<file path="config.mk">
export PLATFORM = sky130hd
export DESIGN_NAME = plss_seq
export DESIGN_NICKNAME = d
export VERILOG_FILES = /design/src/hdl/plss_pkg.sv /design/src/hdl/plss_seq.sv
export VERILOG_INCLUDE_DIRS = /design/src /design/src/hdl
export SDC_FILE = /design/constraint.sdc
export NUM_CORES = 2
export LEC_CHECK = 0
export BUFFER_PORTS_ARGS = -buffer_cell sky130_fd_sc_hd__buf_2
export CORE_MARGIN = 1
export CORE_UTILIZATION = 55
export CTS_BUF_LIST = sky130_fd_sc_hd__clkbuf_8
export DETAILED_ROUTE_END_ITERATION = 12
export HOLD_SLACK_MARGIN = 0.1
export PLACE_DENSITY_LB_ADDON = 0.1
export SLEW_MARGIN = 20
export SYNTH_ARGS = -nofsm -noshare
export SYNTH_HDL_FRONTEND = slang
export SYNTH_SLANG_ARGS = --single-unit
</file>
<file path="constraint.sdc">
create_clock -name clock_in -period 10.9 [get_ports clock_in]
set_clock_uncertainty 0.2 [all_clocks]
set_input_delay 1.09 -clock clock_in [delete_from_list [all_inputs] [get_ports clock_in]]
set_output_delay 1.09 -clock clock_in [all_outputs]
set_load 0.02 [all_outputs]
</file>
<file path="src/hdl/plss_defs.svh">
// Purpose: constants for the process loop sleep/wake sequencer
// Assumes: 32-bit aligned register words on an AXI4-Lite slave
// Notes: offsets are byte addresses
`ifndef PLSS_DEFS_SVH
`define PLSS_DEFS_SVH
`define PLSS_OFF_CTRL 8'h00
`define PLSS_OFF_PRE_FREQ 8'h04
`define PLSS_OFF_PRE_EXIT 8'h08
`define PLSS_OFF_PRE_DELAY 8'h0c
`define PLSS_OFF_SLP_DELAY 8'h10
`define PLSS_OFF_SLP_FREQ 8'h14
`define PLSS_OFF_WAKE_LVL 8'h18
`define PLSS_OFF_UNIT 8'h1c
`define PLSS_OFF_GAIN 8'h20
`define PLSS_OFF_ALT_GAIN 8'h24
`define PLSS_OFF_STATUS 8'h28
`define PLSS_OFF_IRQ_STAT 8'h2c
`define PLSS_OFF_IRQ_MASK 8'h30
`define PLSS_OFF_DISPLAY 8'h34
`define PLSS_OFF_MFI_FUNC 8'h38
`define PLSS_FN_BYPASS 8'h17
`define PLSS_FN_ALT_GAIN 8'h18
`define PLSS_UNIT_CELSIUS 5'h0b
`define PLSS_UNIT_FAHRENHEIT 5'h0c
`define PLSS_UNIT_MAX 5'h10
`define PLSS_WAKE_BELOW 2'h0
`define PLSS_WAKE_ABOVE 2'h1
`define PLSS_WAKE_BEYOND 2'h2
`define PLSS_TICK_DIV 16'h4e20
`define PLSS_RESP_OKAY 2'h0
`define PLSS_RESP_SLVERR 2'h2
`define PLSS_IRQ_FAULT 0
`define PLSS_IRQ_SLEEP 1
`define PLSS_IRQ_WAKE 2
`endif

</file>
<file path="src/hdl/plss_pkg.sv">
// Purpose: types for the process loop sleep/wake sequencer
// Assumes: one-hot state codes
// Notes: all module state is one packed struct
package plss_pkg;
	typedef enum logic [4:0] {
		PLSS_IDLE = 5'h01,
		PLSS_PRE = 5'h02,
		PLSS_RUN = 5'h04,
		PLSS_SLEEP = 5'h08,
		PLSS_FAULT = 5'h10
	} plss_state_t;
	typedef struct packed {
		logic [15:0] pre_loop_frequency;
		logic [15:0] pre_loop_exit_level;
		logic [15:0] pre_loop_fail_delay;
		logic [15:0] sleep_delay_time;
		logic [15:0] sleep_frequency;
		logic [15:0] wake_level;
		logic [1:0] wake_condition_mode;
		logic [4:0] display_unit_select;
		logic [15:0] display_unit_gain;
		logic [15:0] display_unit_scale;
		logic [15:0] loop_proportional_gain;
		logic [15:0] loop_integral_time;
		logic [15:0] alternate_loop_gain;
		logic [7:0] alt_gain_input_function;
		logic [7:0] loop_bypass_input_function;
		logic [2:0] irq_mask;
	} plss_cfg_t;
	typedef struct packed {
		logic aw_done;
		logic w_done;
		logic [7:0] waddr;
		logic [31:0] wdata;
		logic [3:0] wstrb;
		logic bvalid;
		logic [1:0] bresp;
		logic rvalid;
		logic [31:0] rdata;
		logic [1:0] rresp;
	} plss_bus_t;
	typedef struct packed {
		plss_cfg_t cfg;
		plss_bus_t bus;
		plss_state_t state;
		logic [15:0] div_cnt;
		logic [15:0] timer;
		logic [2:0] irq_stat;
		logic fault;
		logic [15:0] freq_cmd;
		logic [15:0] prop_gain;
		logic [15:0] int_time;
		logic [31:0] display_value;
		logic [2:0] mfi_s1;
		logic [2:0] mfi_s2;
	} plss_st_t;
endpackage

</file>
<file path="src/hdl/plss_seq.sv">
// Purpose: sequencer around a process feedback loop: pre-loop ramp, sleep, wake, bypass
// Assumes: feedback, reference and frequency come from same-clock logic; pins are async
// Notes: the loop arithmetic itself lives outside; this block picks gains and states
//
// Functional notes
// unit code 11 Celsius, 12 Fahrenheit
// scale display value by unit gain, scale
// function 24 input selects alternate gain
// run first ramps open-loop to pre-loop frequency
// closed loop once feedback exceeds exit level
// feedback low for whole delay trips fault
// low frequency for sleep delay enters sleep
// sleep raises warning without tripping
// wake mode 0: feedback below wake level
// wake mode 1: feedback above wake level
// wake mode 2: reference minus feedback exceeds level
// function 23 input bypasses loop while asserted
// one exclusive state machine, bypass has priority
//
// Design decisions made here: the register offsets and the AXI4-Lite register port.
`timescale 1ns/10ps
`include "plss_defs.svh"
module plss_seq
	import plss_pkg::*;
#(
	parameter int TICK_DIV = `PLSS_TICK_DIV,
	parameter int NUM_MFI = 3
) (
	input wire logic clock_in,
	input wire logic rst_n_in,
	input wire logic [7:0] s_axi_awaddr_in,
	input wire logic s_axi_awvalid_in,
	output logic s_axi_awready_out,
	input wire logic [31:0] s_axi_wdata_in,
	input wire logic [3:0] s_axi_wstrb_in,
	input wire logic s_axi_wvalid_in,
	output logic s_axi_wready_out,
	output logic [1:0] s_axi_bresp_out,
	output logic s_axi_bvalid_out,
	input wire logic s_axi_bready_in,
	input wire logic [7:0] s_axi_araddr_in,
	input wire logic s_axi_arvalid_in,
	output logic s_axi_arready_out,
	output logic [31:0] s_axi_rdata_out,
	output logic [1:0] s_axi_rresp_out,
	output logic s_axi_rvalid_out,
	input wire logic s_axi_rready_in,
	input wire logic run_cmd_in,
	input wire logic [NUM_MFI-1:0] mfi_pin_in,
	input wire logic [15:0] feedback_in,
	input wire logic [15:0] reference_in,
	input wire logic [15:0] out_freq_in,
	output logic [15:0] freq_cmd_out,
	output logic loop_enable_out,
	output logic output_enable_out,
	output logic [15:0] prop_gain_out,
	output logic [15:0] int_time_out,
	output logic pre_loop_failure_fault_out,
	output logic sleep_warning_code_out,
	output logic [31:0] display_value_out,
	output logic unit_is_celsius_out,
	output logic unit_is_fahrenheit_out,
	output logic irq_out
);
	// elaboration checks: divider needs a count, input bank fits the sampling vectors
	if (TICK_DIV < 1 || TICK_DIV > 65535) begin : g_bad_div
		$error("TICK_DIV out of range");
	end
	if (NUM_MFI < 1 || NUM_MFI > 3) begin : g_bad_mfi
		$error("NUM_MFI must be 1 to 3");
	end
	localparam logic [15:0] TICK_LAST = 16'(TICK_DIV - 1);
	plss_st_t st_q;
	plss_st_t st_d;
	logic tick;
	logic [NUM_MFI-1:0] mfi_sync;
	logic alt_gain_on;
	logic bypass_on;
	logic wake_hit;
	logic [16:0] err;
	logic [31:0] rd_word;
	logic rd_ok;
	logic wr_fire;
	logic [2:0] irq_set;

	// true when the function setting equals the given code and any synchronised input is high
	function automatic logic mfi_has(input logic [NUM_MFI-1:0] act, input logic [7:0] fn,
		input logic [7:0] code);
		mfi_has = (fn == code) && (|act);
	endfunction

	// merge a write word under byte strobes
	function automatic logic [31:0] wmerge(input logic [31:0] old, input logic [31:0] nw,
		input logic [3:0] strb);
		logic [31:0] r;
		r = old;
		for (int i = 0; i < 4; i++) begin
			if (strb[i]) begin
				r[i*8 +: 8] = nw[i*8 +: 8];
			end
		end
		wmerge = r;
	endfunction

	// pins pass two flops before use; only the second stage is read
	genvar g;
	generate
		for (g = 0; g < NUM_MFI; g++) begin : g_sync
			assign mfi_sync[g] = st_q.mfi_s2[g];
		end
	endgenerate

	assign tick = (st_q.div_cnt == TICK_LAST);
	assign alt_gain_on = mfi_has(mfi_sync,
		st_q.cfg.alt_gain_input_function, `PLSS_FN_ALT_GAIN);
	assign bypass_on = mfi_has(mfi_sync,
		st_q.cfg.loop_bypass_input_function, `PLSS_FN_BYPASS);
	assign err = {1'b0, reference_in} - {1'b0, feedback_in};
	// wake decision per mode; beyond mode ignores negative error
	always_comb begin
		case (st_q.cfg.wake_condition_mode)
			`PLSS_WAKE_BELOW: wake_hit = feedback_in < st_q.cfg.wake_level;
			`PLSS_WAKE_ABOVE: wake_hit = feedback_in > st_q.cfg.wake_level;
			`PLSS_WAKE_BEYOND: wake_hit = !err[16] && (err[15:0] > st_q.cfg.wake_level);
			default: wake_hit = 1'b0;
		endcase
	end

	// read mux; unmapped addresses answer slverr with zero data
	always_comb begin
		rd_word = 32'h0000_0000;
		rd_ok = 1'b1;
		case (s_axi_araddr_in)
			`PLSS_OFF_CTRL: rd_word = {30'h0, st_q.cfg.wake_condition_mode};
			`PLSS_OFF_PRE_FREQ: rd_word = {16'h0, st_q.cfg.pre_loop_frequency};
			`PLSS_OFF_PRE_EXIT: rd_word = {16'h0, st_q.cfg.pre_loop_exit_level};
			`PLSS_OFF_PRE_DELAY: rd_word = {16'h0, st_q.cfg.pre_loop_fail_delay};
			`PLSS_OFF_SLP_DELAY: rd_word = {16'h0, st_q.cfg.sleep_delay_time};
			`PLSS_OFF_SLP_FREQ: rd_word = {16'h0, st_q.cfg.sleep_frequency};
			`PLSS_OFF_WAKE_LVL: rd_word = {16'h0, st_q.cfg.wake_level};
			`PLSS_OFF_UNIT: rd_word = {27'h0, st_q.cfg.display_unit_select};
			`PLSS_OFF_GAIN: rd_word = {st_q.cfg.loop_integral_time, st_q.cfg.loop_proportional_gain};
			`PLSS_OFF_ALT_GAIN: rd_word = {16'h0, st_q.cfg.alternate_loop_gain};
			`PLSS_OFF_STATUS: rd_word = {24'h0, bypass_on, alt_gain_on, 1'b0, st_q.state};
			`PLSS_OFF_IRQ_STAT: rd_word = {29'h0, st_q.irq_stat};
			`PLSS_OFF_IRQ_MASK: rd_word = {29'h0, st_q.cfg.irq_mask};
			`PLSS_OFF_DISPLAY: rd_word = {st_q.cfg.display_unit_scale, st_q.cfg.display_unit_gain};
			`PLSS_OFF_MFI_FUNC: rd_word = {16'h0, st_q.cfg.loop_bypass_input_function,
				st_q.cfg.alt_gain_input_function};
			default: rd_ok = 1'b0;
		endcase
	end

	assign wr_fire = st_q.bus.aw_done && st_q.bus.w_done && !st_q.bus.bvalid;
	// next state: bus slave, divider, sequencer, interrupts
	always_comb begin
		logic [31:0] w, prod;
		w = 32'h0000_0000;
		prod = 32'h0000_0000;
		st_d = st_q;
		irq_set = 3'h0;
		st_d.mfi_s1 = 3'(mfi_pin_in);
		st_d.mfi_s2 = st_q.mfi_s1;
		st_d.div_cnt = tick ? 16'h0000 : st_q.div_cnt + 16'h0001;

		// write channels taken in either order, response after both
		if (s_axi_awvalid_in && !st_q.bus.aw_done) begin
			st_d.bus.aw_done = 1'b1;
			st_d.bus.waddr = s_axi_awaddr_in;
		end
		if (s_axi_wvalid_in && !st_q.bus.w_done) begin
			st_d.bus.w_done = 1'b1;
			st_d.bus.wdata = s_axi_wdata_in;
			st_d.bus.wstrb = s_axi_wstrb_in;
		end
		if (wr_fire) begin
			st_d.bus.bvalid = 1'b1;
			st_d.bus.bresp = `PLSS_RESP_OKAY;
			case (st_q.bus.waddr)
				`PLSS_OFF_CTRL: begin
					w = wmerge({30'h0, st_q.cfg.wake_condition_mode}, st_q.bus.wdata, st_q.bus.wstrb);
					st_d.cfg.wake_condition_mode = w[1:0];
				end
				`PLSS_OFF_PRE_FREQ: begin
					w = wmerge(32'h0, st_q.bus.wdata, st_q.bus.wstrb);
					st_d.cfg.pre_loop_frequency = w[15:0];
				end
				`PLSS_OFF_PRE_EXIT: st_d.cfg.pre_loop_exit_level = st_q.bus.wdata[15:0];
				`PLSS_OFF_PRE_DELAY: st_d.cfg.pre_loop_fail_delay = st_q.bus.wdata[15:0];
				`PLSS_OFF_SLP_DELAY: st_d.cfg.sleep_delay_time = st_q.bus.wdata[15:0];
				`PLSS_OFF_SLP_FREQ: st_d.cfg.sleep_frequency = st_q.bus.wdata[15:0];
				`PLSS_OFF_WAKE_LVL: st_d.cfg.wake_level = st_q.bus.wdata[15:0];
				`PLSS_OFF_UNIT: begin
					if (st_q.bus.wdata[4:0] <= `PLSS_UNIT_MAX) begin
						st_d.cfg.display_unit_select = st_q.bus.wdata[4:0];
					end
				end
				`PLSS_OFF_GAIN: begin
					st_d.cfg.loop_proportional_gain = st_q.bus.wdata[15:0];
					st_d.cfg.loop_integral_time = st_q.bus.wdata[31:16];
				end
				`PLSS_OFF_ALT_GAIN: st_d.cfg.alternate_loop_gain = st_q.bus.wdata[15:0];
				`PLSS_OFF_IRQ_MASK: st_d.cfg.irq_mask = st_q.bus.wdata[2:0];
				`PLSS_OFF_DISPLAY: begin
					st_d.cfg.display_unit_gain = st_q.bus.wdata[15:0];
					st_d.cfg.display_unit_scale = st_q.bus.wdata[31:16];
				end
				`PLSS_OFF_MFI_FUNC: begin
					st_d.cfg.alt_gain_input_function = st_q.bus.wdata[7:0];
					st_d.cfg.loop_bypass_input_function = st_q.bus.wdata[15:8];
				end
				`PLSS_OFF_STATUS: st_d.fault = st_q.bus.wdata[0] ? 1'b0 : st_q.fault;
				default: st_d.bus.bresp = `PLSS_RESP_SLVERR;
			endcase
		end
		if (st_q.bus.bvalid && s_axi_bready_in) begin
			st_d.bus.bvalid = 1'b0;
			st_d.bus.aw_done = 1'b0;
			st_d.bus.w_done = 1'b0;
		end

		// read: one cycle to answer; reading the interrupt status clears it below
		if (s_axi_arvalid_in && !st_q.bus.rvalid) begin
			st_d.bus.rvalid = 1'b1;
			st_d.bus.rdata = rd_word;
			st_d.bus.rresp = rd_ok ? `PLSS_RESP_OKAY : `PLSS_RESP_SLVERR;
		end else if (st_q.bus.rvalid && s_axi_rready_in) begin
			st_d.bus.rvalid = 1'b0;
		end

		// sequencer advances once per control tick
		if (tick) begin
			case (st_q.state)
				PLSS_IDLE: begin
					st_d.timer = 16'h0000;
					if (run_cmd_in) begin
						st_d.state = PLSS_PRE;
					end
				end
				PLSS_PRE: begin
					st_d.timer = st_q.timer + 16'h0001;
					if (feedback_in > st_q.cfg.pre_loop_exit_level) begin
						st_d.state = PLSS_RUN;
						st_d.timer = 16'h0000;
					end else if (st_q.cfg.pre_loop_fail_delay != 16'h0000 &&
						st_q.timer + 16'h0001 >= st_q.cfg.pre_loop_fail_delay) begin
						st_d.state = PLSS_FAULT;
						st_d.fault = 1'b1;
						irq_set[`PLSS_IRQ_FAULT] = 1'b1;
					end
				end
				PLSS_RUN: begin
					// the count restarts whenever frequency climbs back, so low must be unbroken
					if (out_freq_in < st_q.cfg.sleep_frequency) begin
						st_d.timer = st_q.timer + 16'h0001;
						if (st_q.timer + 16'h0001 >= st_q.cfg.sleep_delay_time) begin
							st_d.state = PLSS_SLEEP;
							irq_set[`PLSS_IRQ_SLEEP] = 1'b1;
						end
					end else begin
						st_d.timer = 16'h0000;
					end
				end
				PLSS_SLEEP: begin
					st_d.timer = 16'h0000;
					if (wake_hit) begin
						st_d.state = PLSS_RUN;
						irq_set[`PLSS_IRQ_WAKE] = 1'b1;
					end
				end
				PLSS_FAULT: begin
					// fault holds until software clears it and run is dropped
					if (!st_q.fault && !run_cmd_in) begin
						st_d.state = PLSS_IDLE;
					end
				end
				default: st_d.state = PLSS_IDLE;
			endcase
			// run removed ends any non-fault state; fault stays latched
			if (!run_cmd_in && st_q.state != PLSS_FAULT) begin
				st_d.state = PLSS_IDLE;
			end
		end

		// frequency command: open-loop target during pre-loop and bypass
		if (bypass_on || st_q.state == PLSS_PRE) begin
			st_d.freq_cmd = st_q.cfg.pre_loop_frequency;
		end else begin
			st_d.freq_cmd = 16'h0000;
		end

		// gain selection for the outside loop arithmetic
		st_d.prop_gain = alt_gain_on ? st_q.cfg.alternate_loop_gain
			: st_q.cfg.loop_proportional_gain;
		st_d.int_time = alt_gain_on ? st_q.cfg.alternate_loop_gain
			: st_q.cfg.loop_integral_time;

		// display: feedback times unit gain over 2^(low five bits of unit scale)
		prod = 32'(feedback_in) * 32'(st_q.cfg.display_unit_gain);
		st_d.display_value = prod >> st_q.cfg.display_unit_scale[4:0];

		// sticky status: a read clears, but a same-cycle set wins
		if (s_axi_arvalid_in && !st_q.bus.rvalid && s_axi_araddr_in == `PLSS_OFF_IRQ_STAT) begin
			st_d.irq_stat = irq_set;
		end else begin
			st_d.irq_stat = st_q.irq_stat | irq_set;
		end
	end

	// single register bank for all state
	always_ff @(posedge clock_in) begin
		if (!rst_n_in) begin
			st_q <= '0;
			st_q.state <= PLSS_IDLE;
		end else begin
			st_q <= st_d;
		end
	end

	// handshake outputs straight from flops (readies inverted), data from flops
	assign s_axi_awready_out = !st_q.bus.aw_done;
	assign s_axi_wready_out = !st_q.bus.w_done;
	assign s_axi_bvalid_out = st_q.bus.bvalid;
	assign s_axi_bresp_out = st_q.bus.bresp;
	assign s_axi_arready_out = !st_q.bus.rvalid;
	assign s_axi_rvalid_out = st_q.bus.rvalid;
	assign s_axi_rdata_out = st_q.bus.rdata;
	assign s_axi_rresp_out = st_q.bus.rresp;
	assign freq_cmd_out = st_q.freq_cmd;
	assign loop_enable_out = (st_q.state == PLSS_RUN) && !bypass_on;
	assign output_enable_out = bypass_on ? run_cmd_in && !st_q.fault
		: (st_q.state == PLSS_PRE) || (st_q.state == PLSS_RUN);
	assign prop_gain_out = st_q.prop_gain;
	assign int_time_out = st_q.int_time;
	assign pre_loop_failure_fault_out = st_q.fault;
	assign sleep_warning_code_out = (st_q.state == PLSS_SLEEP);
	assign display_value_out = st_q.display_value;
	assign unit_is_celsius_out = (st_q.cfg.display_unit_select == `PLSS_UNIT_CELSIUS);
	assign unit_is_fahrenheit_out = (st_q.cfg.display_unit_select == `PLSS_UNIT_FAHRENHEIT);
	assign irq_out = |(st_q.irq_stat & st_q.cfg.irq_mask);
endmodule

</file>
# After elaboration in Yosys (flattened, before gate mapping)
# Index checks and enable logic that the tools add are counted.
[op_classes]
mul = 1
n_bitwise = 3
reduce_logical = 55
eq_ne = 46
muxes = 41
n_lt_le_gt_ge = 8
shifts = 1
add_sub_neg = 3
[op_table]
columns = ["operator", "count"]
rows = [
  ["32-bit one-hot mux with 15 select lines", 1],
  ["8-bit by 6-bit == test with 1-bit output (second input constant)", 13],
  ["8-bit by 5-bit == test with 1-bit output (second input constant)", 10],
  ["16-bit 2-to-1 mux", 4],
  ["16-bit greater-than comparator", 3],
  ["16-bit one-hot mux with 3 select lines", 1],
  ["5-bit 2-to-1 mux", 8],
  ["16-bit by 1-bit adder with 16-bit output (second input constant)", 2],
  ["8-bit by 4-bit == test with 1-bit output (second input constant)", 4],
  ["16-bit >= comparator", 2],
  ["16-bit less-than comparator", 2],
  ["16-bit by 16-bit multiplier with 32-bit output", 1],
  ["32-bit by 5-bit >> shifter with 32-bit output", 1],
  ["2-bit AND reduction", 13],
  ["5-bit one-hot mux with 5 select lines", 1],
  ["1-bit 2-to-1 mux", 19],
  ["16-bit by 16-bit subtractor with 17-bit output", 1],
  ["16-bit by 15-bit == test with 1-bit output (second input constant)", 1],
  ["8-bit by 3-bit == test with 1-bit output (second input constant)", 2],
  ["1-bit logical AND", 16],
  ["8-bit zero test", 2],
  ["8-bit 2-to-1 mux", 2],
  ["16-bit nonzero test", 1],
  ["5-bit by 4-bit == test with 1-bit output (second input constant)", 3],
  ["other kinds (28)", 45],
]
[word_totals]
ff_bits = 411

# Longest topological paths before layout
[logic_depth]
depth_word = 9
ltp_mapped = 26
depth_no_buf = 23

# Least setup slack after synthesis
# OpenSTA, ideal clock, no wires.
[synth_path]
path_type = "input port to flip-flop"
startpoint = "input port feedback_in[7]"
endpoint = "register st_q, in the netlist display_value_out[16]"
t_required_ns = 10.585
path_stages = 25
n_path_buf = 3
path_slack_ns = 3.255
arrival_time_ns = 7.331
path_cell_list = "clkbuf_1 nand2_1 fa_1 inv_1 fa_1 inv_1 fa_1 inv_1 fa_1 fa_1 inv_1 fa_1 inv_1 ha_1 buf_2 a21oi_2 o21a_1 o221ai_1 nor2_1 a21o_1 buf_4 xnor2_1 mux4_2 mux4_2 and2_1"
[synth_via]
elab_chain_cells = 2
[synth_rtl]
columns = ["item", "line_no", "text"]
rows = [
  ["start, declared", "plss_seq.sv:50", "input wire logic [15:0] feedback_in,"],
  ["16-bit by 16-bit multiplier with 32-bit output", "plss_seq.sv:299", "prod = 32'(feedback_in) * 32'(st_q.cfg.display_unit_gain);"],
  ["32-bit by 5-bit >> shifter with 32-bit output", "plss_seq.sv:300", "st_d.display_value = prod >> st_q.cfg.display_unit_scale[4:0];"],
  ["end signal, assigned", "plss_seq.sv:316", "st_q <= st_d;"],
  ["end, declared", "plss_seq.sv:73", "plss_st_t st_q;"],
]
# Every way passes these cells.
# A chain may end at the register's enable or synchronous reset.

# Worst setup path in the final report
[layout_path]
startpoint = "register st_q[301] in the netlist's numbering"
endpoint = "register st_q, in the netlist display_value_out[15]"
[layout_via]
elab_chain_cells = 2
[layout_rtl]
columns = ["item", "line_no"]
rows = [
  ["16-bit by 16-bit multiplier with 32-bit output", "plss_seq.sv:299"],
  ["32-bit by 5-bit >> shifter with 32-bit output", "plss_seq.sv:300"],
]
# Every way passes these cells.

==> results.md <==
* Combinational family with the most area after synthesis: adder cells
* Pin slew with the least headroom to its limit at 1.18 ns
* Effective utilization at floorplan at 0.561
* Via count of the routed design at 27.9k
* Highest fanout seen on the critical path at 18
* Die Ht at 240 um
* Overall die area at 57500 um2
* Critical hold path startpoint: st_d[0]
* Clock Sinks at 409
* Worst max-slew margin expressed relative to the limit at 0.210
* Portion of netlist area occupied by mux cells at 0.0283
* TritonCTS clock tree: done
* Outcome: complete, no violations
* Share of the core filled with cells at 0.599
* Number of port buffers at 234
* Routability congestion estimate from global placement at 0.960
* Type of the worst setup path: reg -> reg
* Routed wire length at 96.5 mm
* Count of pins over their slew limit at 0
* Yosys synthesis warning count at 0
* Post-detail-place hpwl at 70.4 mm
* Via density per instance at 5.92
* Area added between synthesis and finish at 6.85%
* TritonCTS Buffers at 70
* Post-CTS Repair Setup Buffers at 0
* Antenna violations before repair at 4
* Leakage dissipation at 14.3 nW
* Area taken by flip-flops and latches at 8190 um2
* Total of endpoints with negative setup slack in the final report at 0
* Buffer levels on the longest clock path at 3
* DIE WIDTH at 240 um
* Net switching fraction of the power at 0.267
* Reg-to-reg critical path startpoint: st_q[301]
* Sequential share of power at 0.482
* Type of element capturing the critical path: flop
* WP data arrival at 8.53 ns
* Shortest clock period the worst path allows after layout at 8.21 ns
* Post-synthesis sequential element count at 409
* Share of the yosys chip area belonging to registers at 0.263
* Clock edge transition at the registers on the reported setup and hold paths at 0.06 ns
* Fin Setup TNS at 0 ns
* PwrDens at 96.0 nW/um2
* Cells after synthesis at 3897
* Period utilization at 0.753
* Origin of the worst setup path: st_q[301]
* Cell at the root of the clock tree: sky130_fd_sc_hd__clkbuf_8
* Fraction of the mapped netlist area in adder cells at 0.213
* Num rows at 86
* Internal cell power at 0.00234 W
* Resized Gates After CTS at 0
* Clock group share of total power at 0.444
* Top post-synthesis cells by area: sky130_fd_sc_hd__dfxtp_1 (26%), sky130_fd_sc_hd__fa_1 (13%), sky130_fd_sc_hd__ha_1 (8.7%)
* Net count of the finished layout at 4428
* Complex-gate fraction of the synthesized area at 0.166
* Detailed Route Iter0 Violations at 2820
* Post-synthesis xor/xnor area fraction at 0.0152
* Number of remaining DRC errors at 0
* Global routing usage summed across all routing layers at 0.337
* Proportion of synthesized flip-flops having asynchronous set or reset at 0
* Worst supply voltage drop on vdd at 0.105 mV
* Total power at 0.00319 W
* Simple-gate portion of the synthesized area at 0.212
* Setup repair after global routing missed its margin: no
* Area share of the largest cell type after synthesis at 0.263
* Count of boundary I/O pins at 239
* Net switching power of the design at 0.000850 W
* Post-synth top area cell: sky130_fd_sc_hd__dfxtp_1
* FILL cells at 5199
* Fmax at 122 MHz
* Maximum capacitance violations at 0
* Library cells used by synthesis at 87
* Per-instance average area after synthesis at 7.98 um2
* Syn Std Cell Area at 31100 um2
* Worst Setup Start Kind: flop
* First-pass GRT wire length at 151 mm
* Number of global-route vias before repair at 26.6k
* Area occupied by multi-input gates at 19800 um2
* Pin count of the biggest net entering global routing at 180
* Most common library cells after synthesis: sky130_fd_sc_hd__nand2_1 (686), sky130_fd_sc_hd__dfxtp_1 (409), sky130_fd_sc_hd__a21oi_1 (377)
* Share of final-layout standard cells stronger than drive strength 1 at 0.110
* Number of enable flip-flop cells after synthesis at 0
* Hold Vio Cnt, Final at 0
* Relative contribution of combinational cells to total power at 0.074
* Data required, critical path at 11.22 ns
* Clock latency on the worst-skew pair at 0.68 ns
* Grt ovf at 0
* Number of iterations in the first detailed-routing pass at 8
* CTS Hold Buffers Added at 0
* Standard cell core area at 55400 um2
* Detail-routed net length per standard cell at 20.5 um
* # H-tree levels at 3
* Remaining antenna violation count after routing at 0
* Most used standard cell by instance count after synthesis: sky130_fd_sc_hd__nand2_1
* Ys flop type: sky130_fd_sc_hd__dfxtp_1
* Hold Path Class: reg -> reg
==> cell families after synthesis <==
group	count (synthesis)
XOR/XNOR	54
AO/OA/AOI/OAI	808
flip-flops	409
other	1
buffers and inverters	701
AND/OR/NAND/NOR	1430
multiplexers	82
adder cells (fa/ha/maj)	412
==> critical path, cell delays in order, from the launching register on <==
cell and delay, ns:
sky130_fd_sc_hd__dfxtp_1 1.00, sky130_fd_sc_hd__nand2_1 0.18, sky130_fd_sc_hd__fa_1 0.54, sky130_fd_sc_hd__fa_1 0.51, sky130_fd_sc_hd__inv_1 0.05, sky130_fd_sc_hd__fa_1 0.56
sky130_fd_sc_hd__fa_1 0.43, sky130_fd_sc_hd__fa_1 0.50, sky130_fd_sc_hd__inv_1 0.06, sky130_fd_sc_hd__fa_1 0.48, sky130_fd_sc_hd__inv_1 0.04, sky130_fd_sc_hd__ha_1 0.54
sky130_fd_sc_hd__nand2_1 0.20, sky130_fd_sc_hd__o21a_1 0.27, sky130_fd_sc_hd__o221ai_1 0.65, sky130_fd_sc_hd__nor3_1 0.09, sky130_fd_sc_hd__a211oi_1 0.81, sky130_fd_sc_hd__a221oi_1 0.34
sky130_fd_sc_hd__mux2i_1 0.26, sky130_fd_sc_hd__a22oi_1 0.13, sky130_fd_sc_hd__o32ai_1 0.23
==> path summary, 6_finish.rpt <==
kind	to	slack (ns)	cells after the start
max	display_value_out[15]	2.69	20
min	mfi_sync[0]	0.23	1
max reg2reg	display_value_out[15]	2.69	20
min reg2reg	mfi_sync[0]	0.23	1
==> stage by stage <==
stage / hold slack (ns) / instance area (um2) / setup WS (ns) / std cells
3_5_place_dp: 0.224 / 31700 / 2.31 / 4581
4_1_cts: 0.236 / 33200 / 2.82 / 4705
6_report: 0.231 / 33200 / 2.69 / 4708
2_1_floorplan: 0.212 / 31100 / 3.25 / 3898
5_1_grt: 0.262 / 33200 / 2.34 / 4706
3_3_place_gp: 0.215 / 31700 / 2.32 / 4581
==> state kept, by name (all words and copies together), names as in the netlist <==
| name | flops |
|---|---|
| display_value_out | 32 |
| freq_cmd_out | 16 |
| int_time_out | 16 |
| mfi_sync | 3 |
| pre_loop_failure_fault_out | 1 |
| prop_gain_out | 16 |
| s_axi_bresp_out | 1 |
| s_axi_bvalid_out | 1 |
| s_axi_rdata_out | 32 |
| s_axi_rresp_out | 1 |
| s_axi_rvalid_out | 1 |
| st_d | 3 |
| st_q | 286 |
==> layer usage <==
layer	up-vias	track usage	part of all wire
met4	4	0.149	0.043
met2	1220	0.548	0.47
met1	13400	0.441	0.41
met5	-	0	0.00023
met3	239	0.0539	0.078
li1	13000	-	-
==> power by group through the flow <==
stage	clock (W)	sequential [W]	combinational, W
2_1_floorplan	0	0.00155	0.000154
6_report	0.00142	0.00154	0.000234
5_1_grt	0.00151	0.00154	0.000258
3_3_place_gp	0	0.00157	0.000227
4_1_cts	0.00143	0.00154	0.000231
3_5_place_dp	0	0.00157	0.000229
==> cell usage in the layout, fill, tap and decap left out, drive strengths merged, types with 11 or more instances in the layout <==
master	instances
inv	386
nor4	19
buf	275
clkbuf	86
nand2	687
or4	18
xor2	18
nor2	245
a211o	14
and4	13
a21o	32
o22ai	16
mux2i	72
o211ai	16
a21oi	381
a31oi	30
and3	30
a222oi	11
a22o	23
nand3	78
a221oi	30
or3	15
clkinv	11
nand4	36
a22oi	45
nand2b	17
dfxtp	409
o221ai	11
ha	217
nor3	46
and2	179
o21ai	73
xnor2	36
nor2b	14
o21a	20
a211oi	32
fa	195
==> final cells by class <==
cell class / instances / share of cell area
clock inverters: 38 / 0.00769
repair buffers: 275 / 0.0449
multi-input cells: 2788 / 0.596
diodes: 3 / 0.000226
inverters: 361 / 0.0410
well taps: 748 / 0.0282
flip-flops and latches: 409 / 0.247
clock buffers: 86 / 0.0356
Note: power is estimated with default switching activity, not from simulation.
